==> config.mk <==
export PLATFORM = sky130hd
export DESIGN_NAME = smaw_top
export DESIGN_NICKNAME = d
export VERILOG_FILES = /design/src/rtl/smaw_counter.v /design/src/rtl/smaw_top.v
export VERILOG_INCLUDE_DIRS = /design/src /design/src/rtl
export SDC_FILE = /design/constraint.sdc
export NUM_CORES = 1
export LEC_CHECK = 0
export ABC_CLOCK_PERIOD_IN_PS = 4970
export BUFFER_PORTS_ARGS = -buffer_cell sky130_fd_sc_hd__buf_2
export CAP_MARGIN = 20
export CORE_MARGIN = 10
export CORE_UTILIZATION = 40
export CTS_CLUSTER_SIZE = 12
export DETAILED_ROUTE_END_ITERATION = 6
export PLACE_DENSITY = 0.66
export SYNTH_ARGS = -nofsm -noshare
export SYNTH_HDL_FRONTEND = slang
export SYNTH_SLANG_ARGS = --single-unit
==> constraint.sdc <==
create_clock -name i_clk_sys -period 4.97 [get_ports i_clk_sys]
set_clock_uncertainty 0.05 [all_clocks]
set_input_delay 0.994 -clock i_clk_sys [delete_from_list [all_inputs] [get_ports i_clk_sys]]
set_output_delay 0.994 -clock i_clk_sys [all_outputs]
set_load 0.03 [all_outputs]
==> src/rtl/smaw_consts.vh <==
// constants for the stop mode auto wakeup block
`ifndef SMAW_CONSTS_VH
`define SMAW_CONSTS_VH

// register addresses on the plain register port
`define SMAW_ADDR_PORT_A 8'h00
`define SMAW_ADDR_KBD_SC 8'h1A
`define SMAW_ADDR_KBD_IE 8'h1B
`define SMAW_ADDR_CFG_TWO 8'h1E
`define SMAW_ADDR_CFG_ONE 8'h1F
`define SMAW_ADDR_IRQ_STAT 8'h30
`define SMAW_ADDR_IRQ_MASK 8'h31

// field positions
`define SMAW_PA_WAKE_BIT 6
`define SMAW_PA_DATA_W 6
`define SMAW_SC_PEND_BIT 3
`define SMAW_SC_ACK_BIT 2
`define SMAW_SC_MASK_BIT 1
`define SMAW_SC_MODE_BIT 0
`define SMAW_IE_WAKE_BIT 6
`define SMAW_CFG1_PSEL_BIT 0
`define SMAW_CFG2_KEEP_BIT 0

// event bits of the interrupt status and mask registers
`define SMAW_EV_W 4
`define SMAW_EV_OVF 0
`define SMAW_EV_LATCH 1
`define SMAW_EV_ACK 2
`define SMAW_EV_STOP 3

// reset values
`define SMAW_RST_BYTE 8'h00
`define SMAW_RST_EV 4'h0
`define SMAW_RST_PA 6'h00

// generator periods in source cycles: 512 short, 16,384 long
`define SMAW_CNT_W 14
`define SMAW_SHORT_LAST 14'h01FF
`define SMAW_LONG_LAST 14'h3FFF
`define SMAW_CNT_ZERO 14'h0000
`define SMAW_CNT_ONE 14'h0001

`endif

==> src/rtl/smaw_counter.v <==
// wakeup request generator counter
`timescale 1ns/10ps
`default_nettype none
`include "smaw_consts.vh"

module smaw_counter (
    input wire i_clk_sys,
    input wire i_sys_rst,
    input wire i_restart,
    input wire i_run,
    input wire i_tick,
    input wire i_short,
    output reg o_overflow,
    output reg [`SMAW_CNT_W-1:0] o_count
);

    wire [`SMAW_CNT_W-1:0] last_count;

    assign last_count = i_short ? `SMAW_SHORT_LAST : `SMAW_LONG_LAST;

    always @(posedge i_clk_sys) begin
        if (i_sys_rst) begin
            o_count <= `SMAW_CNT_ZERO;
            o_overflow <= 1'b0;
        end else begin
            o_overflow <= 1'b0;
            if (i_restart || !i_run) begin
                // held at zero so each stop entry starts afresh
                o_count <= `SMAW_CNT_ZERO;
            end else if (i_tick) begin
                if (o_count >= last_count) begin
                    o_count <= `SMAW_CNT_ZERO;
                    o_overflow <= 1'b1;
                end else begin
                    o_count <= o_count + `SMAW_CNT_ONE;
                end
            end
        end
    end

endmodule
`default_nettype wire

==> src/rtl/smaw_top.v <==
// stop mode auto wakeup unit with its shared keyboard and config registers
//
// Decided for this implementation: the strobed register port and the register addresses.
`timescale 1ns/10ps
`default_nettype none
`include "smaw_consts.vh"

module smaw_top (
    input wire i_clk_sys,
    input wire i_sys_rst,
    input wire i_stop_mode,
    input wire i_wait_mode,
    input wire i_wake_rc_osc,
    input wire i_bus_clock_double,
    input wire i_kbd_pin_req,
    input wire [7:0] i_addr,
    input wire [7:0] i_wdata,
    input wire i_wr,
    input wire i_rd,
    output reg [7:0] o_rdata,
    output reg o_kbd_cpu_irq,
    output reg o_stop_exit_req,
    output reg o_wake_latch,
    output reg o_wake_osc_run,
    output reg o_bus_clk_keep,
    output reg o_wdog_short_period,
    output reg [`SMAW_PA_DATA_W-1:0] o_port_a_data,
    output reg [`SMAW_PA_DATA_W-1:0] o_kbd_pin_enable,
    output reg o_irq
);

    localparam MODE_RUN = 2'b00;
    localparam MODE_WAIT = 2'b01;
    localparam MODE_STOP = 2'b10;

    reg [1:0] mode_reg;
    reg [1:0] mode_next;
    reg stop_entry_reg;

    reg rc_sync1_reg;
    reg rc_sync2_reg;
    reg rc_sync3_reg;
    reg bus_sync1_reg;
    reg bus_sync2_reg;
    reg bus_sync3_reg;

    reg [`SMAW_PA_DATA_W-1:0] port_a_data_reg;
    reg wake_latch_reg;
    reg wake_latch_next;
    reg kbd_pin_latch_reg;
    reg kbd_pin_latch_next;
    reg kbd_irq_mask_reg;
    reg kbd_mode_reg;
    reg wake_irq_enable_reg;
    reg [`SMAW_PA_DATA_W-1:0] kbd_pin_enable_reg;
    reg [7:0] config_reg_one;
    reg [7:0] config_reg_two;
    reg cfg_one_done_reg;
    reg cfg_two_done_reg;
    reg [`SMAW_EV_W-1:0] irq_stat_reg;
    reg [`SMAW_EV_W-1:0] irq_stat_next;
    reg [`SMAW_EV_W-1:0] irq_mask_reg;
    reg [7:0] rdata_next;

    wire in_stop;
    wire stop_next;
    wire rc_rise;
    wire bus_rise;
    wire osc_keep_in_stop;
    wire period_select;
    wire gen_run;
    wire gen_tick;
    wire wake_request;
    wire kbd_ack;
    wire wr_port_a;
    wire wr_kbd_sc;
    wire wr_kbd_ie;
    wire wr_cfg_one;
    wire wr_cfg_two;
    wire wr_irq_mask;
    wire rd_irq_stat;
    wire kbd_pending_flag;
    wire service_req;
    wire [`SMAW_EV_W-1:0] events;

    // power mode tracking; stop outranks wait
    always @* begin
        if (i_stop_mode) begin
            mode_next = MODE_STOP;
        end else if (i_wait_mode) begin
            mode_next = MODE_WAIT;
        end else begin
            mode_next = MODE_RUN;
        end
    end

    always @(posedge i_clk_sys) begin
        if (i_sys_rst) begin
            mode_reg <= MODE_RUN;
            stop_entry_reg <= 1'b0;
        end else begin
            mode_reg <= mode_next;
            case (mode_reg)
                MODE_RUN: begin
                    stop_entry_reg <= (mode_next == MODE_STOP);
                end
                MODE_WAIT: begin
                    stop_entry_reg <= (mode_next == MODE_STOP);
                end
                MODE_STOP: begin
                    stop_entry_reg <= 1'b0;
                end
                default: begin
                    stop_entry_reg <= 1'b0;
                end
            endcase
        end
    end

    assign in_stop = (mode_reg == MODE_STOP);
    assign stop_next = (mode_next == MODE_STOP);

    // both clock sources arrive asynchronously; edges seen after two flops
    always @(posedge i_clk_sys) begin
        if (i_sys_rst) begin
            rc_sync1_reg <= 1'b0;
            rc_sync2_reg <= 1'b0;
            rc_sync3_reg <= 1'b0;
            bus_sync1_reg <= 1'b0;
            bus_sync2_reg <= 1'b0;
            bus_sync3_reg <= 1'b0;
        end else begin
            rc_sync1_reg <= i_wake_rc_osc;
            rc_sync2_reg <= rc_sync1_reg;
            rc_sync3_reg <= rc_sync2_reg;
            bus_sync1_reg <= i_bus_clock_double;
            bus_sync2_reg <= bus_sync1_reg;
            bus_sync3_reg <= bus_sync2_reg;
        end
    end

    assign rc_rise = rc_sync2_reg & ~rc_sync3_reg;
    assign bus_rise = bus_sync2_reg & ~bus_sync3_reg;

    assign osc_keep_in_stop = config_reg_two[`SMAW_CFG2_KEEP_BIT];
    assign period_select = config_reg_one[`SMAW_CFG1_PSEL_BIT];

    // generator runs only in stop and only when enabled
    assign gen_run = in_stop & wake_irq_enable_reg;
    assign gen_tick = osc_keep_in_stop ? bus_rise : rc_rise;

    smaw_counter smaw_counter_i (
        .i_clk_sys(i_clk_sys),
        .i_sys_rst(i_sys_rst),
        .i_restart(stop_entry_reg),
        .i_run(gen_run),
        .i_tick(gen_tick),
        .i_short(period_select),
        .o_overflow(wake_request),
        .o_count()
    );

    // register port decode
    assign wr_port_a = i_wr & (i_addr == `SMAW_ADDR_PORT_A);
    assign wr_kbd_sc = i_wr & (i_addr == `SMAW_ADDR_KBD_SC);
    assign wr_kbd_ie = i_wr & (i_addr == `SMAW_ADDR_KBD_IE);
    assign wr_cfg_one = i_wr & (i_addr == `SMAW_ADDR_CFG_ONE);
    assign wr_cfg_two = i_wr & (i_addr == `SMAW_ADDR_CFG_TWO);
    assign wr_irq_mask = i_wr & (i_addr == `SMAW_ADDR_IRQ_MASK);
    assign rd_irq_stat = i_rd & (i_addr == `SMAW_ADDR_IRQ_STAT);

    assign kbd_ack = wr_kbd_sc & i_wdata[`SMAW_SC_ACK_BIT];

    // set wins over acknowledge so a request in the clear cycle survives
    always @* begin
        wake_latch_next = wake_latch_reg;
        if (kbd_ack) begin
            wake_latch_next = 1'b0;
        end
        if (wake_request && wake_irq_enable_reg) begin
            wake_latch_next = 1'b1;
        end
        kbd_pin_latch_next = kbd_pin_latch_reg;
        if (kbd_ack) begin
            kbd_pin_latch_next = 1'b0;
        end
        if (i_kbd_pin_req) begin
            kbd_pin_latch_next = 1'b1;
        end
    end

    // config registers take one write after each reset
    always @(posedge i_clk_sys) begin
        if (i_sys_rst) begin
            config_reg_one <= `SMAW_RST_BYTE;
            config_reg_two <= `SMAW_RST_BYTE;
            cfg_one_done_reg <= 1'b0;
            cfg_two_done_reg <= 1'b0;
        end else begin
            if (wr_cfg_one && !cfg_one_done_reg) begin
                config_reg_one <= i_wdata;
                cfg_one_done_reg <= 1'b1;
            end
            if (wr_cfg_two && !cfg_two_done_reg) begin
                config_reg_two <= i_wdata;
                cfg_two_done_reg <= 1'b1;
            end
        end
    end

    always @(posedge i_clk_sys) begin
        if (i_sys_rst) begin
            port_a_data_reg <= `SMAW_RST_PA;
            wake_latch_reg <= 1'b0;
            kbd_pin_latch_reg <= 1'b0;
            kbd_irq_mask_reg <= 1'b0;
            kbd_mode_reg <= 1'b0;
            wake_irq_enable_reg <= 1'b0;
            kbd_pin_enable_reg <= `SMAW_RST_PA;
        end else begin
            wake_latch_reg <= wake_latch_next;
            kbd_pin_latch_reg <= kbd_pin_latch_next;
            if (wr_port_a) begin
                // bit 6 has no data latch; writes to it are dropped
                port_a_data_reg <= i_wdata[`SMAW_PA_DATA_W-1:0];
            end
            if (wr_kbd_sc) begin
                kbd_irq_mask_reg <= i_wdata[`SMAW_SC_MASK_BIT];
                kbd_mode_reg <= i_wdata[`SMAW_SC_MODE_BIT];
            end
            if (wr_kbd_ie) begin
                wake_irq_enable_reg <= i_wdata[`SMAW_IE_WAKE_BIT];
                kbd_pin_enable_reg <= i_wdata[`SMAW_PA_DATA_W-1:0];
            end
        end
    end

    // wakeup shares the keyboard flag, mask and vector
    assign kbd_pending_flag = wake_latch_reg | kbd_pin_latch_reg;
    assign service_req = ((wake_latch_reg & wake_irq_enable_reg)
        | kbd_pin_latch_reg) & ~kbd_irq_mask_reg;

    // local event status: read of the status register clears it
    assign events = {stop_entry_reg, kbd_ack,
        wake_request & wake_irq_enable_reg, wake_request};

    always @* begin
        irq_stat_next = irq_stat_reg;
        if (rd_irq_stat) begin
            irq_stat_next = `SMAW_RST_EV;
        end
        irq_stat_next = irq_stat_next | events;
    end

    always @(posedge i_clk_sys) begin
        if (i_sys_rst) begin
            irq_stat_reg <= `SMAW_RST_EV;
            irq_mask_reg <= `SMAW_RST_EV;
        end else begin
            irq_stat_reg <= irq_stat_next;
            if (wr_irq_mask) begin
                irq_mask_reg <= i_wdata[`SMAW_EV_W-1:0];
            end
        end
    end

    // read mux; data valid only in the cycle after the strobe
    always @* begin
        rdata_next = `SMAW_RST_BYTE;
        case (i_addr)
            `SMAW_ADDR_PORT_A: begin
                rdata_next[`SMAW_PA_DATA_W-1:0] = port_a_data_reg;
                rdata_next[`SMAW_PA_WAKE_BIT] = wake_latch_reg;
            end
            `SMAW_ADDR_KBD_SC: begin
                rdata_next[`SMAW_SC_PEND_BIT] = kbd_pending_flag;
                rdata_next[`SMAW_SC_MASK_BIT] = kbd_irq_mask_reg;
                rdata_next[`SMAW_SC_MODE_BIT] = kbd_mode_reg;
                // acknowledge bit left at zero
            end
            `SMAW_ADDR_KBD_IE: begin
                rdata_next[`SMAW_IE_WAKE_BIT] = wake_irq_enable_reg;
                rdata_next[`SMAW_PA_DATA_W-1:0] = kbd_pin_enable_reg;
            end
            `SMAW_ADDR_CFG_ONE: begin
                rdata_next = config_reg_one;
            end
            `SMAW_ADDR_CFG_TWO: begin
                rdata_next = config_reg_two;
            end
            `SMAW_ADDR_IRQ_STAT: begin
                rdata_next[`SMAW_EV_W-1:0] = irq_stat_reg;
            end
            `SMAW_ADDR_IRQ_MASK: begin
                rdata_next[`SMAW_EV_W-1:0] = irq_mask_reg;
            end
            default: begin
                rdata_next = `SMAW_RST_BYTE;
            end
        endcase
    end

    // every output registered
    always @(posedge i_clk_sys) begin
        if (i_sys_rst) begin
            o_rdata <= `SMAW_RST_BYTE;
            o_kbd_cpu_irq <= 1'b0;
            o_stop_exit_req <= 1'b0;
            o_wake_latch <= 1'b0;
            o_wake_osc_run <= 1'b0;
            o_bus_clk_keep <= 1'b0;
            o_wdog_short_period <= 1'b0;
            o_port_a_data <= `SMAW_RST_PA;
            o_kbd_pin_enable <= `SMAW_RST_PA;
            o_irq <= 1'b0;
        end else begin
            o_rdata <= i_rd ? rdata_next : `SMAW_RST_BYTE;
            o_kbd_cpu_irq <= service_req;
            o_stop_exit_req <= service_req & in_stop;
            o_wake_latch <= wake_latch_reg;
            // rc oscillator stopped outside stop to save power
            o_wake_osc_run <= stop_next & wake_irq_enable_reg
                & ~osc_keep_in_stop;
            o_bus_clk_keep <= stop_next & osc_keep_in_stop;
            // watchdog owns the bit whenever the part is out of stop
            o_wdog_short_period <= period_select & ~stop_next;
            o_port_a_data <= port_a_data_reg;
            o_kbd_pin_enable <= kbd_pin_enable_reg;
            o_irq <= |(irq_stat_reg & irq_mask_reg);
        end
    end

endmodule
`default_nettype wire

==> results.py <==
metrics = {
    "cells_and_area": {
        "stdcell_area_um2": 4450,
        "synthToLayoutAreaGrowth_pct": 14.5,
        "antennaDiodeCount": 0,
        "regMostFlops": "smaw_counter_i.o_count",
        "largest_register_ffs": 14,
        "drive_above_1_share_pct": 19.9,
        "fillers": 927,
        "seq_area_um2": 1880,
        "multi_input_area_um2": 1910,
        "stdcell_count": 587,
        "nets": 484,
    },
    "sta": {
        "fin_ws_ps": 2390,
        "hold_viol": 0,
        "fin_crit_sh_pct": 51.9,
        "rsz0062_at_grt": "no",
        "relSlewSlack_pct": 42.2,
        "maxClockFrequency_mhz": 388,
        "setup_viol": 0,
        "layout_min_cycle_time_ps": 2580,
        "slew_violations": 0,
        "tightest_slew_ps": 863,
        "setup-tns-final_ps": 0,
    },
    "global_route": {
        "antenna_found_initial": 0,
        "grt_pass1_wl_um": 14700,
        "globalRoute.totalOverflow": 0,
        "grt_max_degree": 70,
        "grt_usage_pct": 12.6,
        "grt_pass1_vias": 2948,
    },
    "synthesis": {
        "synth_most_common_cell": "dfxtp_1",
        "synth_top_area_share_pct": 48.4,
        "synth.avg_cell_area_um2": 9.53,
        "synth_largest_area_cell": "dfxtp_1",
        "synthTopCellsByCount": "dfxtp_1, nor2_1, nand2_1",
        "synthesis.area_um2": 3890,
        "synthesis.nets": 439,
        "ys_types": 53,
        "async_reset_ff_share_pct": 0,
        "synth_edf_count": 0,
        "synthFlopType": "dfxtp_1",
        "yosys_warnings": 0,
        "seq_area_frac_synth_pct": 48.4,
        "synth_area_leaders": "dfxtp_1, mux2i_1, nor2_1",
        "yosys_register_bits": 94,
        "synthCells": 408,
    },
    "critical_path": {
        "slowest_stage": "nor3b_2",
        "critPathKind": "input pin to flip-flop",
        "crit_fanout": 8,
        "crit_arrival_ps": 2760,
        "rrSetupSlack_ps": 2640,
        "cp-end-kind": "flip-flop",
        "cp.required_ps": 5150,
        "crit_chain": "buf_2, nor3_2, and3_2, nor3b_2, mux2i_1, nor2_1",
        "critPathTopFamily": "simple AND/OR/NAND/NOR gates",
        "critPathMaxStageDelay_ps": 730,
        "path_buf_inv": 1,
        "start_kind": "input pin",
    },
    "clock_tree": {
        "cts_resized": 0,
        "htree_levels": 3,
        "cts_buffer_depth": 2,
        "cts_root_buffer": "clkbuf_8",
        "cts_buffers": 9,
        "cts_setup_buffers": 0,
        "cts_tree": "done",
        "insertion_delay_ps": 360,
        "clock-sinks": 94,
        "path_clk_slew_ps": 90,
        "holdBufCountCts": 0,
    },
    "pwr": {
        "pwr_density_cell_nw_per_um2": 309,
        "power_leakage_nw": 1.69,
        "finalPower_mw": 1.37,
        "vdd_drop_max_v": 0.000113,
    },
    "place": {
        "gp_congestion": 0.867,
        "post-place-cells": 571,
        "dp_slack_ps": 2020,
        "io_buffers": 51,
        "placed_area_um2": 4230,
        "dp_hpwl_um": 6450,
    },
    "job": {
        "maxCapViolCount": 0,
    },
    "floorplan": {
        "die_area_um2": 14100,
        "die_y_um": 119,
        "rows": 35,
        "io_pins": 52,
        "start_util_pct": 41.5,
        "core_area_um2": 9370,
        "die_w_um": 119,
    },
    "min_path": {
        "min_path_type": "flip-flop to flip-flop",
    },
    "routing": {
        "ant_nets": 0,
        "vias": 3062,
        "wl_met2_um": 4140,
        "routed.top_layer": "met4",
        "routed_wl_um": 8800,
        "drt-pass1-iter-count": 4,
        "drt-met1-wl_um": 4030,
        "drtIter0Drc": 226,
        "wl_per_cell_um": 15.0,
        "via_per_inst": 5.22,
        "drcViolationCount": 0,
        "dr_wl_met3_um": 467,
    },
    "outcome": {
        "outcome": "finished, final reports clean",
    },
}
-- metal layers --
metal / global-route usage, % / up-vias
met5: 0 / -
li1: - / 1527
met4: 5.57 / 0
met2: 20.0 / 66
met1: 15.7 / 1454
met3: 3.24 / 15
-- cell type report --
| cell class | count | share of cell area (%) |
|---|---|---|
| inverter | 4 | 0.337 |
| multi-input combinational | 292 | 42.9 |
| clock inverter | 7 | 2.16 |
| timing repair buffer | 52 | 5.90 |
| sequential | 94 | 42.3 |
| clock buffer | 9 | 2.78 |
| tap | 129 | 3.62 |
-- through the flow --
step | utilization [%] | hold WS [ps]
2_1_floorplan | - | 348
3_3_place_gp | 45.2 | 366
3_5_place_dp | 45.2 | 378
4_1_cts | 47.5 | 398
5_1_grt | 47.5 | 423
6_report | 47.5 | 395
-- placed cells by master, fill, tap and decap left out, drive strengths merged, types with 2 or more instances in the layout --
cell type,n
a21o,2
a21oi,33
a22oi,10
a31oi,6
and2,5
and3,5
and3b,2
buf,52
bufinv,2
clkbuf,9
clkinv,3
dfxtp,94
ha,6
inv,6
mux2,5
mux2i,31
mux4,2
nand2,37
nand2b,2
nand3,12
nand3b,2
nor2,52
nor2b,22
nor3,10
nor3b,5
nor4,2
o21ai,12
o2bb2ai,4
o31ai,2
or3,2
or4,7
xnor2,2
-- cells by family (layout without fill, tap and decap cells) --
| logic type | Yosys count | in the layout | share of synthesized area (%) |
|---|---|---|---|
| compound gates | 75 | 75 | 11.7 |
| buf+inv | 22 | 72 | 2.41 |
| xor+xnor | 2 | 2 | 0.451 |
| mux | 38 | 38 | 10.6 |
| fa+ha+maj | 6 | 6 | 1.93 |
| simple gates | 171 | 171 | 24.5 |
| flops | 94 | 94 | 48.4 |
-- final timing paths --
kind,startpoint,to,depth (start not counted)
max,i_addr[5],config_reg_one[2]$_SDFFE_PP0P_,6
min,bus_sync1_reg$_SDFF_PP0_,bus_sync2_reg$_SDFF_PP0_,1
max reg2reg,config_reg_one[0]$_SDFFE_PP0P_,smaw_counter_i.o_count[13]$_SDFFE_PP0P_,6
min reg2reg,bus_sync1_reg$_SDFF_PP0_,bus_sync2_reg$_SDFF_PP0_,1
-- power breakdown --
group	leakage, nW	internal (mW)	switching, mW
Sequential	0.759	0.758	0.00276
Combinational	0.820	0.0186	0.0385
Clock	0.114	0.286	0.271
Total	1.69	1.06	0.312
No activity file was read; power rests on OpenSTA's default activity.
